### config.mk
export PLATFORM = sky130hd
export DESIGN_NAME = pwe_bank
export DESIGN_NICKNAME = d
export VERILOG_FILES = /design/src/pkg/pwe_pkg.sv /design/src/logic/pwe_rst_sync.sv /design/src/logic/pwe_field_reg.sv /design/src/logic/pwe_bank.sv
export SDC_FILE = /design/constraint.sdc
export NUM_CORES = 1
export LEC_CHECK = 0
export CAP_MARGIN = 20
export CELL_PAD_IN_SITES_DETAIL_PLACEMENT = 1
export CELL_PAD_IN_SITES_GLOBAL_PLACEMENT = 1
export CORE_MARGIN = 4
export CORE_UTILIZATION = 30
export CTS_CLUSTER_SIZE = 40
export DETAILED_ROUTE_END_ITERATION = 8
export DONT_BUFFER_PORTS = 1
export GPL_ROUTABILITY_DRIVEN = 0
export GPL_TIMING_DRIVEN = 0
export PLACE_DENSITY_LB_ADDON = 0.15
export SETUP_SLACK_MARGIN = 0.1
export SLEW_MARGIN = 10
export SYNTH_ARGS = -nofsm -noshare
export SYNTH_HDL_FRONTEND = slang
export SYNTH_SLANG_ARGS = --single-unit
### constraint.sdc
create_clock -name clk_in -period 3.2 [get_ports clk_in]
set_clock_uncertainty 0.2 [all_clocks]
set_input_delay 0.32 -clock clk_in [delete_from_list [all_inputs] [get_ports clk_in]]
set_output_delay 0.32 -clock clk_in [all_outputs]
set_load 0.02 [all_outputs]
### src/pkg/pwe_pkg.sv
// Constants, register map and carrier types for the power enable register bank.
// Assumes an APB master with 32-bit data; register byte address is four times its index.
package pwe_pkg;

  // ****************************************************************
  // Widths
  // ****************************************************************
  localparam int unsigned REG_W = 16;
  localparam int unsigned ADDR_W = 8;

  // ****************************************************************
  // Register indices and byte addresses
  // ****************************************************************
  localparam logic [ADDR_W-1:0] IDX_DRV = 8'h0A;
  localparam logic [ADDR_W-1:0] IDX_CONV = 8'h0B;
  localparam logic [ADDR_W-1:0] IDX_SYS = 8'h0C;
  localparam logic [ADDR_W-1:0] IDX_STAT = 8'h0E;
  localparam logic [ADDR_W-1:0] IDX_KEY = 8'h0F;
  localparam logic [ADDR_W-1:0] ADDR_DRV = IDX_DRV * 8'h04;
  localparam logic [ADDR_W-1:0] ADDR_CONV = IDX_CONV * 8'h04;
  localparam logic [ADDR_W-1:0] ADDR_SYS = IDX_SYS * 8'h04;
  localparam logic [ADDR_W-1:0] ADDR_STAT = IDX_STAT * 8'h04;
  localparam logic [ADDR_W-1:0] ADDR_KEY = IDX_KEY * 8'h04;

  // ****************************************************************
  // Writable masks, key masks and values after reset
  // ****************************************************************
  localparam logic [REG_W-1:0] DRV_MASK = 16'h008F;
  localparam logic [REG_W-1:0] DRV_RST = 16'h0000;
  localparam logic [REG_W-1:0] CONV_MASK = 16'h613C;
  localparam logic [REG_W-1:0] CONV_RST = 16'h2000;
  localparam logic [REG_W-1:0] SYS_MASK = 16'h1F8F;
  localparam logic [REG_W-1:0] SYS_RST = 16'h0E00;
  localparam logic [REG_W-1:0] SYS_KEY_MASK = 16'h0E00;
  localparam logic [REG_W-1:0] NO_KEY_MASK = 16'h0000;

  // ****************************************************************
  // Field positions
  // ****************************************************************
  localparam int unsigned DRV_BEEP = 7;
  localparam int unsigned DRV_O2R = 3;
  localparam int unsigned DRV_O2L = 2;
  localparam int unsigned DRV_O1R = 1;
  localparam int unsigned DRV_O1L = 0;
  localparam int unsigned CONV_CLK = 14;
  localparam int unsigned CONV_HPF = 13;
  localparam int unsigned CONV_TOCLK = 8;
  localparam int unsigned CONV_DACR = 5;
  localparam int unsigned CONV_DACL = 4;
  localparam int unsigned CONV_ADCR = 3;
  localparam int unsigned CONV_ADCL = 2;
  localparam int unsigned SYS_CORE = 12;
  localparam int unsigned SYS_TICK = 11;
  localparam int unsigned SYS_OSC = 10;
  localparam int unsigned SYS_CHG = 9;
  localparam int unsigned SYS_BKP = 8;
  localparam int unsigned SYS_AUX = 7;
  localparam int unsigned STAT_UNLOCKED = 0;
  localparam int unsigned STAT_CORE_ON = 1;
  localparam int unsigned STAT_KEY_VIOL = 2;

  // Unlock value, arbitrary
  localparam logic [REG_W-1:0] KEY_UNLOCK = 16'h5A3C;

  // ****************************************************************
  // Carrier types
  // ****************************************************************
  typedef struct packed {
    logic beep_mixer_enable;
    logic driver_two_right_enable;
    logic driver_two_left_enable;
    logic driver_one_right_enable;
    logic driver_one_left_enable;
  } pwe_drv_s;

  typedef struct packed {
    logic audio_core_clock_enable;
    logic input_highpass_enable;
    logic zero_cross_timeout_clock_enable;
    logic right_output_converter_enable;
    logic left_output_converter_enable;
    logic right_input_converter_enable;
    logic left_input_converter_enable;
  } pwe_conv_s;

  typedef struct packed {
    logic audio_core_master_enable;
    logic clock_tick_enable;
    logic crystal_osc_enable;
    logic charger_control_enable;
    logic backup_rail_pin_enable;
    logic aux_converter_enable;
    logic [3:0] comparator_enable;
  } pwe_sys_s;

endpackage : pwe_pkg

### src/logic/pwe_rst_sync.sv
// Two-stage reset release synchroniser.
// Assumes an asynchronous active-low reset input.
`timescale 1ns/100ps
module pwe_rst_sync (
  input wire logic clk_in,
  input wire logic rst_n_in,
  output logic rst_n_out
);

  logic meta_ff;
  logic sync_ff;

  always_ff @(posedge clk_in or negedge rst_n_in) begin
    if (!rst_n_in) begin
      meta_ff <= 1'b0;
      sync_ff <= 1'b0;
    end else begin
      meta_ff <= 1'b1;
      sync_ff <= meta_ff;
    end
  end

  assign rst_n_out = sync_ff;

endmodule : pwe_rst_sync

### src/logic/pwe_field_reg.sv
// One enable register with write mask, key-protected bits and a synchronous hold.
// Assumes write strobe, data and byte mask come from logic on the same clock.
`timescale 1ns/100ps
module pwe_field_reg #(
  parameter int unsigned W = 16,
  parameter logic [W-1:0] RST_VAL = '0,
  parameter logic [W-1:0] WR_MASK = '1,
  parameter logic [W-1:0] KEY_MASK = '0
) (
  input wire logic clk_in,
  input wire logic rst_n_in,
  input wire logic hold_in,
  input wire logic wr_in,
  input wire logic [W-1:0] wr_data_in,
  input wire logic [W-1:0] wr_bmask_in,
  input wire logic unlocked_in,
  output logic [W-1:0] q_out
);

  logic [W-1:0] q_ff;
  logic [W-1:0] nxt_q;
  logic [W-1:0] eff_mask;

  always_comb begin
    eff_mask = WR_MASK & wr_bmask_in & (unlocked_in ? {W{1'b1}} : ~KEY_MASK);
    nxt_q = q_ff;
    if (hold_in) begin
      nxt_q = RST_VAL;
    end else if (wr_in) begin
      nxt_q = (q_ff & ~eff_mask) | (wr_data_in & eff_mask);
    end
  end

  always_ff @(posedge clk_in or negedge rst_n_in) begin
    if (!rst_n_in) begin
      q_ff <= RST_VAL;
    end else begin
      q_ff <= nxt_q;
    end
  end

  assign q_out = q_ff;

endmodule : pwe_field_reg

### src/logic/pwe_bank.sv
// Power enable register bank: APB slave, three enable registers, key and status.
// Assumes APB master on clk_in and a one-cycle state-machine reset pulse on the same clock.
//
// Function
// - Master enable clear holds audio registers reset
// - Master enable set: audio registers work normally
// - High-pass filter enable, resets to one
// - Zero-cross timeout clock enable, resets zero
// - Clock tick enable, default one
// - Crystal oscillator enable, default one
// - Charger control enable, zero forces no current
// - Key guards tick, oscillator, charger; machine restores
// - Backup rail pin switch, resets zero
// - Four comparator enables, reset and machine cleared
`timescale 1ns/100ps
module pwe_bank (
  input wire logic clk_in,
  input wire logic rst_n_in,
  input wire logic psel_in,
  input wire logic penable_in,
  input wire logic pwrite_in,
  input wire logic [pwe_pkg::ADDR_W-1:0] paddr_in,
  input wire logic [31:0] pwdata_in,
  input wire logic [3:0] pstrb_in,
  input wire logic sm_reset_in,
  output logic [31:0] prdata_out,
  output logic pready_out,
  output logic pslverr_out,
  output pwe_pkg::pwe_drv_s drv_out,
  output pwe_pkg::pwe_conv_s conv_out,
  output pwe_pkg::pwe_sys_s sys_out,
  output logic audio_core_rst_n_out
);

  // ****************************************************************
  // Reset release
  // ****************************************************************
  logic rst_n;

  pwe_rst_sync u_rst_sync (
    .clk_in(clk_in),
    .rst_n_in(rst_n_in),
    .rst_n_out(rst_n)
  );

  // ****************************************************************
  // Bus decode
  // ****************************************************************
  logic setup_phase;
  logic access_done;
  logic wr_done;
  logic hit_drv;
  logic hit_conv;
  logic hit_sys;
  logic hit_stat;
  logic hit_key;
  logic hit_any;
  logic [pwe_pkg::REG_W-1:0] wr_data;
  logic [pwe_pkg::REG_W-1:0] wr_bmask;
  logic pready_ff;
  logic nxt_pready;
  logic pslverr_ff;
  logic nxt_pslverr;
  logic [31:0] prdata_ff;
  logic [31:0] nxt_prdata;

  assign setup_phase = psel_in & ~penable_in;
  assign access_done = psel_in & penable_in & pready_ff;
  assign wr_done = access_done & pwrite_in & ~pslverr_ff;
  assign hit_drv = (paddr_in == pwe_pkg::ADDR_DRV);
  assign hit_conv = (paddr_in == pwe_pkg::ADDR_CONV);
  assign hit_sys = (paddr_in == pwe_pkg::ADDR_SYS);
  assign hit_stat = (paddr_in == pwe_pkg::ADDR_STAT);
  assign hit_key = (paddr_in == pwe_pkg::ADDR_KEY);
  assign hit_any = hit_drv | hit_conv | hit_sys | hit_stat | hit_key;
  assign wr_data = pwdata_in[pwe_pkg::REG_W-1:0];
  assign wr_bmask = {{8{pstrb_in[1]}}, {8{pstrb_in[0]}}};

  // ****************************************************************
  // Enable registers
  // ****************************************************************
  logic [pwe_pkg::REG_W-1:0] drv_q;
  logic [pwe_pkg::REG_W-1:0] conv_q;
  logic [pwe_pkg::REG_W-1:0] sys_q;
  logic core_on;
  logic core_hold;
  logic unlocked_ff;
  logic nxt_unlocked;

  assign core_on = sys_q[pwe_pkg::SYS_CORE];
  assign core_hold = ~core_on;

  pwe_field_reg #(
    .W(pwe_pkg::REG_W),
    .RST_VAL(pwe_pkg::DRV_RST),
    .WR_MASK(pwe_pkg::DRV_MASK),
    .KEY_MASK(pwe_pkg::NO_KEY_MASK)
  ) u_drv_reg (
    .clk_in(clk_in),
    .rst_n_in(rst_n),
    .hold_in(core_hold),
    .wr_in(wr_done & hit_drv),
    .wr_data_in(wr_data),
    .wr_bmask_in(wr_bmask),
    .unlocked_in(unlocked_ff),
    .q_out(drv_q)
  );

  pwe_field_reg #(
    .W(pwe_pkg::REG_W),
    .RST_VAL(pwe_pkg::CONV_RST),
    .WR_MASK(pwe_pkg::CONV_MASK),
    .KEY_MASK(pwe_pkg::NO_KEY_MASK)
  ) u_conv_reg (
    .clk_in(clk_in),
    .rst_n_in(rst_n),
    .hold_in(core_hold),
    .wr_in(wr_done & hit_conv),
    .wr_data_in(wr_data),
    .wr_bmask_in(wr_bmask),
    .unlocked_in(unlocked_ff),
    .q_out(conv_q)
  );

  pwe_field_reg #(
    .W(pwe_pkg::REG_W),
    .RST_VAL(pwe_pkg::SYS_RST),
    .WR_MASK(pwe_pkg::SYS_MASK),
    .KEY_MASK(pwe_pkg::SYS_KEY_MASK)
  ) u_sys_reg (
    .clk_in(clk_in),
    .rst_n_in(rst_n),
    .hold_in(sm_reset_in),
    .wr_in(wr_done & hit_sys),
    .wr_data_in(wr_data),
    .wr_bmask_in(wr_bmask),
    .unlocked_in(unlocked_ff),
    .q_out(sys_q)
  );

  // ****************************************************************
  // Security key and status
  // ****************************************************************
  logic key_viol_ff;
  logic nxt_key_viol;
  logic key_viol_set;
  logic key_viol_clr;
  logic [pwe_pkg::REG_W-1:0] key_diff;
  logic [pwe_pkg::REG_W-1:0] stat_word;

  assign key_diff = (wr_data ^ sys_q) & wr_bmask & pwe_pkg::SYS_KEY_MASK;
  assign key_viol_set = wr_done & hit_sys & ~unlocked_ff & (|key_diff);
  assign key_viol_clr = wr_done & hit_stat & pstrb_in[0] & wr_data[pwe_pkg::STAT_KEY_VIOL];

  always_comb begin
    nxt_unlocked = unlocked_ff;
    if (sm_reset_in) begin
      nxt_unlocked = 1'b0;
    end else if (wr_done & hit_key) begin
      nxt_unlocked = (pstrb_in[1:0] == 2'h3) && (wr_data == pwe_pkg::KEY_UNLOCK);
    end
    nxt_key_viol = key_viol_ff;
    if (key_viol_set) begin
      nxt_key_viol = 1'b1;
    end else if (key_viol_clr) begin
      nxt_key_viol = 1'b0;
    end
  end

  always_ff @(posedge clk_in or negedge rst_n) begin
    if (!rst_n) begin
      unlocked_ff <= 1'b0;
      key_viol_ff <= 1'b0;
    end else begin
      unlocked_ff <= nxt_unlocked;
      key_viol_ff <= nxt_key_viol;
    end
  end

  always_comb begin
    stat_word = '0;
    stat_word[pwe_pkg::STAT_UNLOCKED] = unlocked_ff;
    stat_word[pwe_pkg::STAT_CORE_ON] = core_on;
    stat_word[pwe_pkg::STAT_KEY_VIOL] = key_viol_ff;
  end

  // ****************************************************************
  // Bus answer
  // ****************************************************************
  // Answer registered in setup, so access phase sees pready at its first edge
  always_comb begin
    nxt_pready = 1'b0;
    nxt_pslverr = 1'b0;
    nxt_prdata = prdata_ff;
    if (setup_phase) begin
      nxt_pready = 1'b1;
      nxt_pslverr = ~hit_any;
      nxt_prdata = '0;
      if (!pwrite_in) begin
        unique case (1'b1)
          hit_drv: nxt_prdata = {16'h0000, drv_q};
          hit_conv: nxt_prdata = {16'h0000, conv_q};
          hit_sys: nxt_prdata = {16'h0000, sys_q};
          hit_stat: nxt_prdata = {16'h0000, stat_word};
          default: nxt_prdata = '0;
        endcase
      end
    end
  end

  always_ff @(posedge clk_in or negedge rst_n) begin
    if (!rst_n) begin
      pready_ff <= 1'b0;
      pslverr_ff <= 1'b0;
      prdata_ff <= '0;
    end else begin
      pready_ff <= nxt_pready;
      pslverr_ff <= nxt_pslverr;
      prdata_ff <= nxt_prdata;
    end
  end

  assign prdata_out = prdata_ff;
  assign pready_out = pready_ff;
  assign pslverr_out = pslverr_ff;

  // ****************************************************************
  // Enable outputs
  // ****************************************************************
  assign drv_out.beep_mixer_enable = drv_q[pwe_pkg::DRV_BEEP];
  assign drv_out.driver_two_right_enable = drv_q[pwe_pkg::DRV_O2R];
  assign drv_out.driver_two_left_enable = drv_q[pwe_pkg::DRV_O2L];
  assign drv_out.driver_one_right_enable = drv_q[pwe_pkg::DRV_O1R];
  assign drv_out.driver_one_left_enable = drv_q[pwe_pkg::DRV_O1L];

  assign conv_out.audio_core_clock_enable = conv_q[pwe_pkg::CONV_CLK];
  assign conv_out.input_highpass_enable = conv_q[pwe_pkg::CONV_HPF];
  assign conv_out.zero_cross_timeout_clock_enable = conv_q[pwe_pkg::CONV_TOCLK];
  assign conv_out.right_output_converter_enable = conv_q[pwe_pkg::CONV_DACR];
  assign conv_out.left_output_converter_enable = conv_q[pwe_pkg::CONV_DACL];
  assign conv_out.right_input_converter_enable = conv_q[pwe_pkg::CONV_ADCR];
  assign conv_out.left_input_converter_enable = conv_q[pwe_pkg::CONV_ADCL];

  assign sys_out.audio_core_master_enable = core_on;
  assign sys_out.clock_tick_enable = sys_q[pwe_pkg::SYS_TICK];
  assign sys_out.crystal_osc_enable = sys_q[pwe_pkg::SYS_OSC];
  assign sys_out.charger_control_enable = sys_q[pwe_pkg::SYS_CHG];
  assign sys_out.backup_rail_pin_enable = sys_q[pwe_pkg::SYS_BKP];
  assign sys_out.aux_converter_enable = sys_q[pwe_pkg::SYS_AUX];
  assign sys_out.comparator_enable = sys_q[3:0];

  // Audio core reset for the rest of the codec, low while master enable clear
  assign audio_core_rst_n_out = core_on;

endmodule : pwe_bank

=== After elaboration in Yosys (flattened, before gate mapping) ===
Cells that the tools add are included.

* $add $sub $neg: 0
* Shifts and indexed selects: 0
* Multiply operators: 0
* $lt $le $gt $ge: 0
* Bitwise operators: 37
* Multiplexer cells: 15
* Divide/modulo/power cells: 0
* Equal/unequal tests: 9
* Reductions and logical operators: 5

{| class="wikitable"
|+ Operators with widths
! kind !! count
|-
| 2-to-1 mux 16 bit || 7
|-
| bitwise AND 16 bit || 4
|-
| one-hot mux 16 bit (4 select lines) || 1
|-
| OR 16 bit || 3
|-
| == test 8 x 6 -> 1 bit (second input constant) || 5
|-
| bitwise AND 13 x 16 -> 16 bit || 1
|-
| bitwise AND 16 x 15 -> 16 bit || 1
|-
| bitwise AND 16 x 8 -> 16 bit || 1
|-
| == test 16 x 15 -> 1 bit (second input constant) || 1
|-
| inverter 15 -> 16 bit || 1
|-
| inverter 16 bit || 1
|-
| inverter 8 -> 16 bit || 1
|-
| bitwise AND 1 bit || 14
|-
| bitwise AND 12 bit || 1
|-
| 2-to-1 mux 12 bit || 1
|-
| bitwise XOR 12 bit || 1
|-
| 2-to-1 mux 1 bit || 6
|-
| nonzero test 2 bit || 3
|-
| inequality test 2 bit (second input constant) || 2
|-
| inverter 1 bit || 4
|-
| OR 1 bit || 4
|-
| OR reduction 3 bit || 1
|-
| == test 2 bit (second input constant) || 1
|-
| logical AND 1 bit || 1
|}

* Bits in read-only memories: 0
* Memories kept: 0
* Bits in latches: 0
* Flip-flop bits (word level): 86
* Input bits: 50
* RAM bits: 0
* Word-level logic and storage cells: 76

=== Depth between registers and ports, before layout ===
Gate-level depths: netlist of the first run.

* Depth after elaboration: 9
* Depth in mapped cells: 6
* Depth with buffers taken out: 4

=== Hierarchy ===
Synthesis of the first run repeated with hierarchy kept, for this count alone.

* Cell total of the unflattened synthesis: 288
* Area, all modules: 2797.7 um2

{| class="wikitable"
|+ By module, submodules not included
! module !! area each (um2) !! instances !! sequential area each (um2) !! cells each
|-
| pwe_bank || 1462.7 || 1 || 500.5 || 161
|-
| pwe_field_reg at u_sys_reg || 561.8 || 1 || 254.0 || 53
|-
| pwe_field_reg at u_conv_reg || 396.6 || 1 || 176.4 || 38
|-
| pwe_field_reg at u_drv_reg || 322.8 || 1 || 125.1 || 33
|-
| pwe_rst_sync || 53.8 || 1 || 50.0 || 3
|}

=== Worst setup path before layout of the first run ===
No wires, ideal clock.

* Kind: input to register
* From: input paddr_in[2] (netlist bit)
* To: register u_sys_reg.q_ff[10], in the netlist u_sys_reg.q_out[10]
* Path buffers: 1
* Arrival time: 1731 ps
* Setup time: 84 ps
* Stages: 5
* Setup slack: 1185 ps
* Cell sequence: buf_6 -> or4_4 -> nor4_4 -> a21boi_1 -> a311o_1

* Cells in the longest elaborated chain, start to end: 3

{| class="wikitable"
|+ Ends and longest elaborated chain
! element !! RTL line !! RTL
|-
| start: declaration || pwe_bank.sv:22 || <nowiki>input wire logic [pwe_pkg::ADDR_W-1:0] paddr_in,</nowiki>
|-
| == test 8 x 6 -> 1 bit || pwe_bank.sv:72 || <nowiki>assign hit_sys = (paddr_in == pwe_pkg::ADDR_SYS);</nowiki>
|-
| bitwise AND 1 bit || pwe_bank.sv:134 || <nowiki>.wr_in(wr_done & hit_sys),</nowiki>
|-
| nonzero test 2 bit (no source line) || - ||
|-
| end signal: assignment || pwe_field_reg.sv:38 || <nowiki>q_ff <= nxt_q;</nowiki>
|-
| end: declaration || pwe_field_reg.sv:20 || <nowiki>logic [W-1:0] q_ff;</nowiki>
|}

No other way between the ends.
A chain may end at the register's enable or synchronous reset.

=== Worst setup path after layout of the first run ===
* From: register pslverr_ff, in the netlist pslverr_out
* To: register unlocked_ff

* Cells in the longest elaborated chain, start to end: 4

{| class="wikitable"
|+ Ends and longest elaborated chain
! element !! RTL line !! RTL
|-
| start: declaration || pwe_bank.sv:62 || <nowiki>logic pslverr_ff;</nowiki>
|-
| start signal: assignment || pwe_bank.sv:218 || <nowiki>pslverr_ff <= nxt_pslverr;</nowiki>
|-
| inverter 1 bit || pwe_bank.sv:69 || <nowiki>assign wr_done = access_done & pwrite_in & ~pslverr_ff;</nowiki>
|-
| bitwise AND 1 bit || pwe_bank.sv:69 ||
|-
| bitwise AND 1 bit || pwe_bank.sv:159 || <nowiki>end else if (wr_done & hit_key) begin</nowiki>
|-
| nonzero test 2 bit (no source line) || - ||
|-
| end signal: assignment || pwe_bank.sv:175 || <nowiki>unlocked_ff <= nxt_unlocked;</nowiki>
|-
| end: declaration || pwe_bank.sv:87 || <nowiki>logic unlocked_ff;</nowiki>
|}

No other way between the ends.

==> results.yml, run 1 <==
logic_synthesis:
  synthSimpleGateAreaFrac_pct: 19.9
  synth_edf_count: 0
  ys_seq_elements: 43
  synthXorXnorAreaFrac_pct: 1.17
  ys.flop_type: "dfrtp_1"
  synth_compound_area_share_pct: 11.9
  async_flop_share_pct: 100
  yosys-top-cells-area: "dfrtp_1 43%, mux2i_1 8.9%, buf_4 6.0%, a22o_1 5.5%, nand2_1 5.0%"
  ys_seq_area_share_pct: 48.1
  synth_fa_ha_area_share_pct: 0
  yosys.area.top_type_share_pct: 43.4
  ys_types: 47
  syn_area_sq_um: 2250
  synthMuxAreaShare_pct: 9.90
  synth_top_family_by_area: "simple AND/OR/NAND/NOR gates"
  synth_area_leader_cell: "dfrtp_1"
  synthesis.instances: 213
  avgSynthCellArea_sq_um: 10.6
  ys_warn_count: 0
routing:
  drtAntennaViolNets: 0
  wirelength_microns: 6940
  wl_per_cell_microns: 19.7
  drt_drc_violations_left: 0
  first_iter_violations: 45
  via_count: 1723
  viasPerCell: 4.88
  drt_pass1_iterations: 4
grt:
  grt_pass1_wl_microns: 11100
  grt_pass1_vias: 1888
  grt_max_degree: 25
  gr-total-overflow: 0
  grt_usage_pct: 16.6
  antenna_found_initial: 0
clocking:
  clkTransAtPathRegs_ps: 80
  cts_resized: 0
  postCtsSetupRepairBufs: 0
  clk-insertion-delay-late_ps: 310
  cts_sinks: 43
  cts.path.max_buffers: 2
  cts_htree_levels: 2
  clock-root-buffer: "clkbuf_8"
  ctsHoldBuffers: 17
  numCtsBuffers: 5
  cts_tree: "built"
floorplan:
  rows: 31
  dieWidth_microns: 94.6
  fp.coreArea_sq_um: 7250
  initial_core_util_pct: 31.0
  die_area_sq_um: 8950
  fp.dieH_microns: 94.6
  boundaryPins: 107
critical_path:
  endpoint_kind: "flip-flop"
  worstPathArrival_ps: 2350
  slowest_stage: "dlygate4sd3_1"
  cp_max_fo: 3
  startpoint_type: "flip-flop"
  cp.required_ps: 3190
  crit_path_cell_trace: "nand4b_1, or3_1, mux2i_1, dlygate4sd3_1"
  critPathMaxStageDelay_ps: 560
  crit_type: "reg -> reg"
sta:
  fin_crit_sh_pct: 73.7
  hold_violations: 0
  fin_setup_tns_ps: 0
  final_max_slew_viol_count: 0
  worst_slew_pin_slew_ps: 669
  rsz0062_at_grt: "false"
  setup_viol: 0
  period_needed_ps: 2360
  worst_slack_ps: 841
  slew_headroom_pct: 55.2
  hold-worst-slack_ps: 9.32
  max_freq_mhz: 424
place:
  numPortBuffers: 0
  post_dp_cell_area_sq_um: 2450
  hpwl_microns: 5390
  dp_worst_setup_slack_ps: 872
  place_inst: 328
finish:
  final_util_pct: 38.0
  post-route-cell-area_sq_um: 2750
  antenna_cells: 0
  num-nets-final: 303
  drive_gt1_share_pct: 17.7
  area_growth_syn_to_layout_pct: 22.4
  multi_input_area_sq_um: 1030
  regArea_sq_um: 1080
  final_cells: 353
  fill_cells: 830
power:
  ir_drop_mv: 0.133
  p_total_mw: 1.16
  leakage_nw: 1.17
  power.density_nw_per_um2: 423
hold_path:
  hold_class: "in -> reg"
run_status:
  status: "finished, final reports clean"
job:
  cap_violations: 0
layer usage:
layer  GRT usage, %  up-vias  wire [microns]
li1               -      803               -
met1           20.7      863            2880
met2           27.7       50            3490
met3           5.26        7             480
met4           4.69        0              87
met5              0        -               0
worst max-delay path, delay by kind of cell (launching register included):
kind	cells	cell delay, ps
buffers and inverters	1	560
flip-flops	1	470
multiplexers	1	130
AND/OR/NAND/NOR	2	890
placed cells by master (no fill, tap or decap), types with 2 or more instances in the layout:
cell type       n
dlygate4sd3_1  17
mux2i_1        20
buf_2           2
conb_1         17
a21boi_1        3
nor2b_1         2
a311o_1         3
clkbuf_1        8
inv_1           3
nand4_1         3
nand2_1        30
buf_4          18
bufinv_16       2
nor2_1         15
nor3b_1         3
a22o_1         14
nand2b_1        2
nor4_4          2
mux2_2          2
a31oi_1         2
nand4b_1        2
dfstp_2         4
dfrtp_1        38
nor4bb_1        2
nor3_1          2
o21ai_0         4
nand3_1         3
xnor2_1         3
clkbuf_8        5
registers in the layout, summed over array words and instances, names as in the netlist:
signal and count:
key_viol_ff 1, prdata_out 15, pready_out 1, pslverr_out 1, u_conv_reg.q_out 7, u_drv_reg.q_out 5
u_rst_sync.meta_ff 1, u_rst_sync.rst_n_out 1, u_sys_reg.q_out 10, unlocked_ff 1
cell type report:
class / instances / share of cell area (%)
inverters: 3 / 0.409
flip-flops and latches: 43 / 39.3
plain buffers: 29 / 6.77
clock inverters: 2 / 2.18
repair buffers: 18 / 6.91
multi-input cells: 153 / 37.3
clock buffers: 6 / 2.64
well taps: 99 / 4.50
logic make-up (layout without fill, tap and decap cells):
logic type      count (synthesis)  count (layout)
other cells                     2              17
flops                          43              43
mux                            22              22
xor+xnor                        3               3
simple gates                   78              78
buf+inv                        32              58
compound gates                 33              33
path summary, 6_finish.rpt:
path                                                      from                              end  slack, ps  cells after the start
max in group asynchronous       u_rst_sync.rst_n_out$_DFF_PN0_  u_sys_reg.q_out[10]$_DFFE_PN1P_       2220                      1
worst min register to register  u_rst_sync.rst_n_out$_DFF_PN0_  u_conv_reg.q_out[5]$_DFFE_PN0P_         20                      0
worst min-delay path                              pwdata_in[2]          key_viol_ff$_DFFE_PN0P_          9                      3
min in group asynchronous       u_rst_sync.rst_n_out$_DFF_PN0_  u_conv_reg.q_out[5]$_DFFE_PN0P_         20                      0
worst max register to register           pslverr_out$_DFF_PN0_          unlocked_ff$_DFFE_PN0P_        840                      4
worst max-delay path                     pslverr_out$_DFF_PN0_          unlocked_ff$_DFFE_PN0P_        840                      4
where the power goes:
group          leakage, nW  switching (mW)  internal (mW)  total (mW)
Combinational        0.523          0.0552         0.0436      0.0989
Clock               0.0654           0.199          0.312       0.511
Sequential           0.579         0.00812          0.546       0.554
Total                 1.17           0.263          0.902        1.16
synthesized netlist by cell type, drive strengths merged, types with 2 or more instances:
cell	number
nand2b	2
buf	22
nor2	15
nand4	3
nand3	3
nor3b	3
o21ai	4
a311o	3
or4	3
a31oi	2
nor3	2
clkbuf	7
nor4bb	2
xnor2	3
nand4b	2
inv	3
a21boi	3
a22o	14
nand2	30
nor4	3
mux2i	20
dfstp	4
nor2b	2
dfrtp	39
or3	2
mux2	2
conb	2
No activity file was read; power rests on OpenSTA's default activity.
==> run 2: changes to the inputs <==
==> constraint.sdc (replaced) <==
create_clock -name clk_in -period 2.14 [get_ports clk_in]
set_clock_uncertainty 0.2 [all_clocks]
set_input_delay 0.214 -clock clk_in [delete_from_list [all_inputs] [get_ports clk_in]]
set_output_delay 0.214 -clock clk_in [all_outputs]
set_load 0.02 [all_outputs]
==> run 2 against run 1 <==
  * Die area stayed put
  * Worst setup slack worse by 650 ps
  * Count of clock-buffer cells in the layout stayed put
  * First-iteration DRC count is 20% lower
  * Register-to-register slack worse by 630 ps
  * Critical path depth is 1 higher
  * Largest cell class unchanged
  * Combinational power is 64% higher
  * Critical path type is now in -> reg
  * Sequential power is 49% higher
==> results.yml, run 2 (same netlist as run 1, synthesis figures left out) <==
floorplan:
  dieWidth_microns: 94.6
  rows: 31
  initial_core_util_pct: 31.0
  die_area_sq_um: 8950
  boundaryPins: 107
  fp.dieH_microns: 94.6
  fp.coreArea_sq_um: 7250
clocking:
  clkTransAtPathRegs_ps: 80
  cts_tree: "built"
  cts_htree_levels: 2
  clk-insertion-delay-late_ps: 310
  clock-root-buffer: "clkbuf_8"
  numCtsBuffers: 5
  cts.path.max_buffers: 2
  cts_sinks: 43
routing:
  wl_per_cell_microns: 19.1
  viasPerCell: 4.88
  wirelength_microns: 6930
  drt_drc_violations_left: 0
  via_count: 1770
  drtAntennaViolNets: 0
  drt_pass1_iterations: 4
  first_iter_violations: 36
sta:
  hold_violations: 0
  slew_headroom_pct: 65.2
  fin_crit_sh_pct: 91.3
  setup_viol: 0
  final_max_slew_viol_count: 0
  rsz0062_at_grt: "true"
  fin_setup_tns_ps: 0
  worst_slew_pin_slew_ps: 522
  period_needed_ps: 1950
  max_freq_mhz: 512
  hold-worst-slack_ps: 1.87
  worst_slack_ps: 187
finish:
  fill_cells: 833
  layout.cells.most_common: "dfrtp_1"
  final_cell_mix: "38 x dfrtp_1, 30 x nand2_1, 23 x dlygate4sd3_1, 21 x buf_4, 20 x mux2i_1"
  area_growth_syn_to_layout_pct: 27.2
  num-nets-final: 313
  largest_register_ffs: 15
  antenna_cells: 0
  drive_gt1_share_pct: 19.3
critical_path:
  crit_type: "in -> reg"
  endpoint_kind: "flip-flop"
  cp_max_fo: 6
  worstPathArrival_ps: 2000
  cp.required_ps: 2180
  startpoint: "paddr_in[0]"
  crit-reg2reg-launch: "pslverr_out$_DFF_PN0_"
  startpoint_type: "input pin"
  worst_r2r_path_depth: 5
hold_path:
  min_path_cells: 4
  hold_class: "in -> reg"
  min-delay-start: "pwdata_in[15]"
grt:
  use_met3_pct: 5.02
  grt_pass1_vias: 1986
  top_usage_layer: "met2"
  grt_max_degree: 25
  grt_usage_pct: 16.5
  use_met2_pct: 27.9
  use_met1_pct: 20.1
  antenna_found_initial: 0
  grt_pass1_wl_microns: 11100
  gr-total-overflow: 0
place:
  dp_worst_setup_slack_ps: -113
  hpwl_microns: 5390
  numPortBuffers: 0
power:
  leakage_nw: 1.22
  p_total_mw: 1.76
  ir_drop_mv: 0.198
  power.density_nw_per_um2: 614
job:
  cap_violations: 0
run_status:
  status: "finished, final reports clean"
-- run 2: report_power, final --
group / switching, mW / internal [mW] / total [mW]
Combinational: 0.0887 / 0.0735 / 0.162
Sequential: 0.0122 / 0.816 / 0.828
Clock: 0.298 / 0.467 / 0.765
Total: 0.399 / 1.36 / 1.76
-- run 2: timing repair --
action                     in CTS  in global routing
setup endpoints to repair      15                  4
hold endpoints to repair       31                  0
pin swaps                       2                  0
buffers inserted                4                  0
cloned                          0                  0
resized for setup               1                  1
hold buffers                   23                  0
-- run 2: metal layers --
layer	up-vias	share of wire (%)
li1	824	-
met1	887	41
met2	50	51
met3	9	6.6
met4	0	1.6
met5	-	0
-- run 2: per-stage QoR --
step | instance area, sq um | util [%] | cells
floorplan | 2310 | - | 228
global placement | 2430 | 33.5 | 327
detailed placement | 2450 | 33.8 | 328
CTS | 2860 | 39.4 | 363
global route | 2860 | 39.5 | 363
finish | 2860 | 39.5 | 363
-- run 2: critical path: stages --
cell,delay (ps)
dlygate4sd3_1,590
nor2_1,270
nand3_1,280
nor3_1,440
a22o_1,210
-- run 2: path summary, 6_finish.rpt --
path / endpoint / slack (ps)
worst max-delay path: prdata_out[5]$_DFFE_PN0P_ / 190
worst min-delay path: unlocked_ff$_DFFE_PN0P_ / 2
worst max register to register: u_sys_reg.q_out[10]$_DFFE_PN1P_ / 210
worst min register to register: u_conv_reg.q_out[5]$_DFFE_PN0P_ / 20
max in group asynchronous: u_rst_sync.rst_n_out$_DFF_PN0_ / 1140
min in group asynchronous: u_conv_reg.q_out[5]$_DFFE_PN0P_ / 20
-- run 2: cell type report --
type | instances | area [sq um] | share of cell area [%]
buffer | 29 | 186 | 6.52
inverter | 3 | 11.3 | 0.394
multi-input combinational | 153 | 1030 | 36.1
clock inverter | 2 | 60.1 | 2.10
clock buffer | 6 | 72.6 | 2.54
timing repair buffer | 28 | 293 | 10.2
tap | 99 | 124 | 4.33
sequential | 43 | 1080 | 37.8
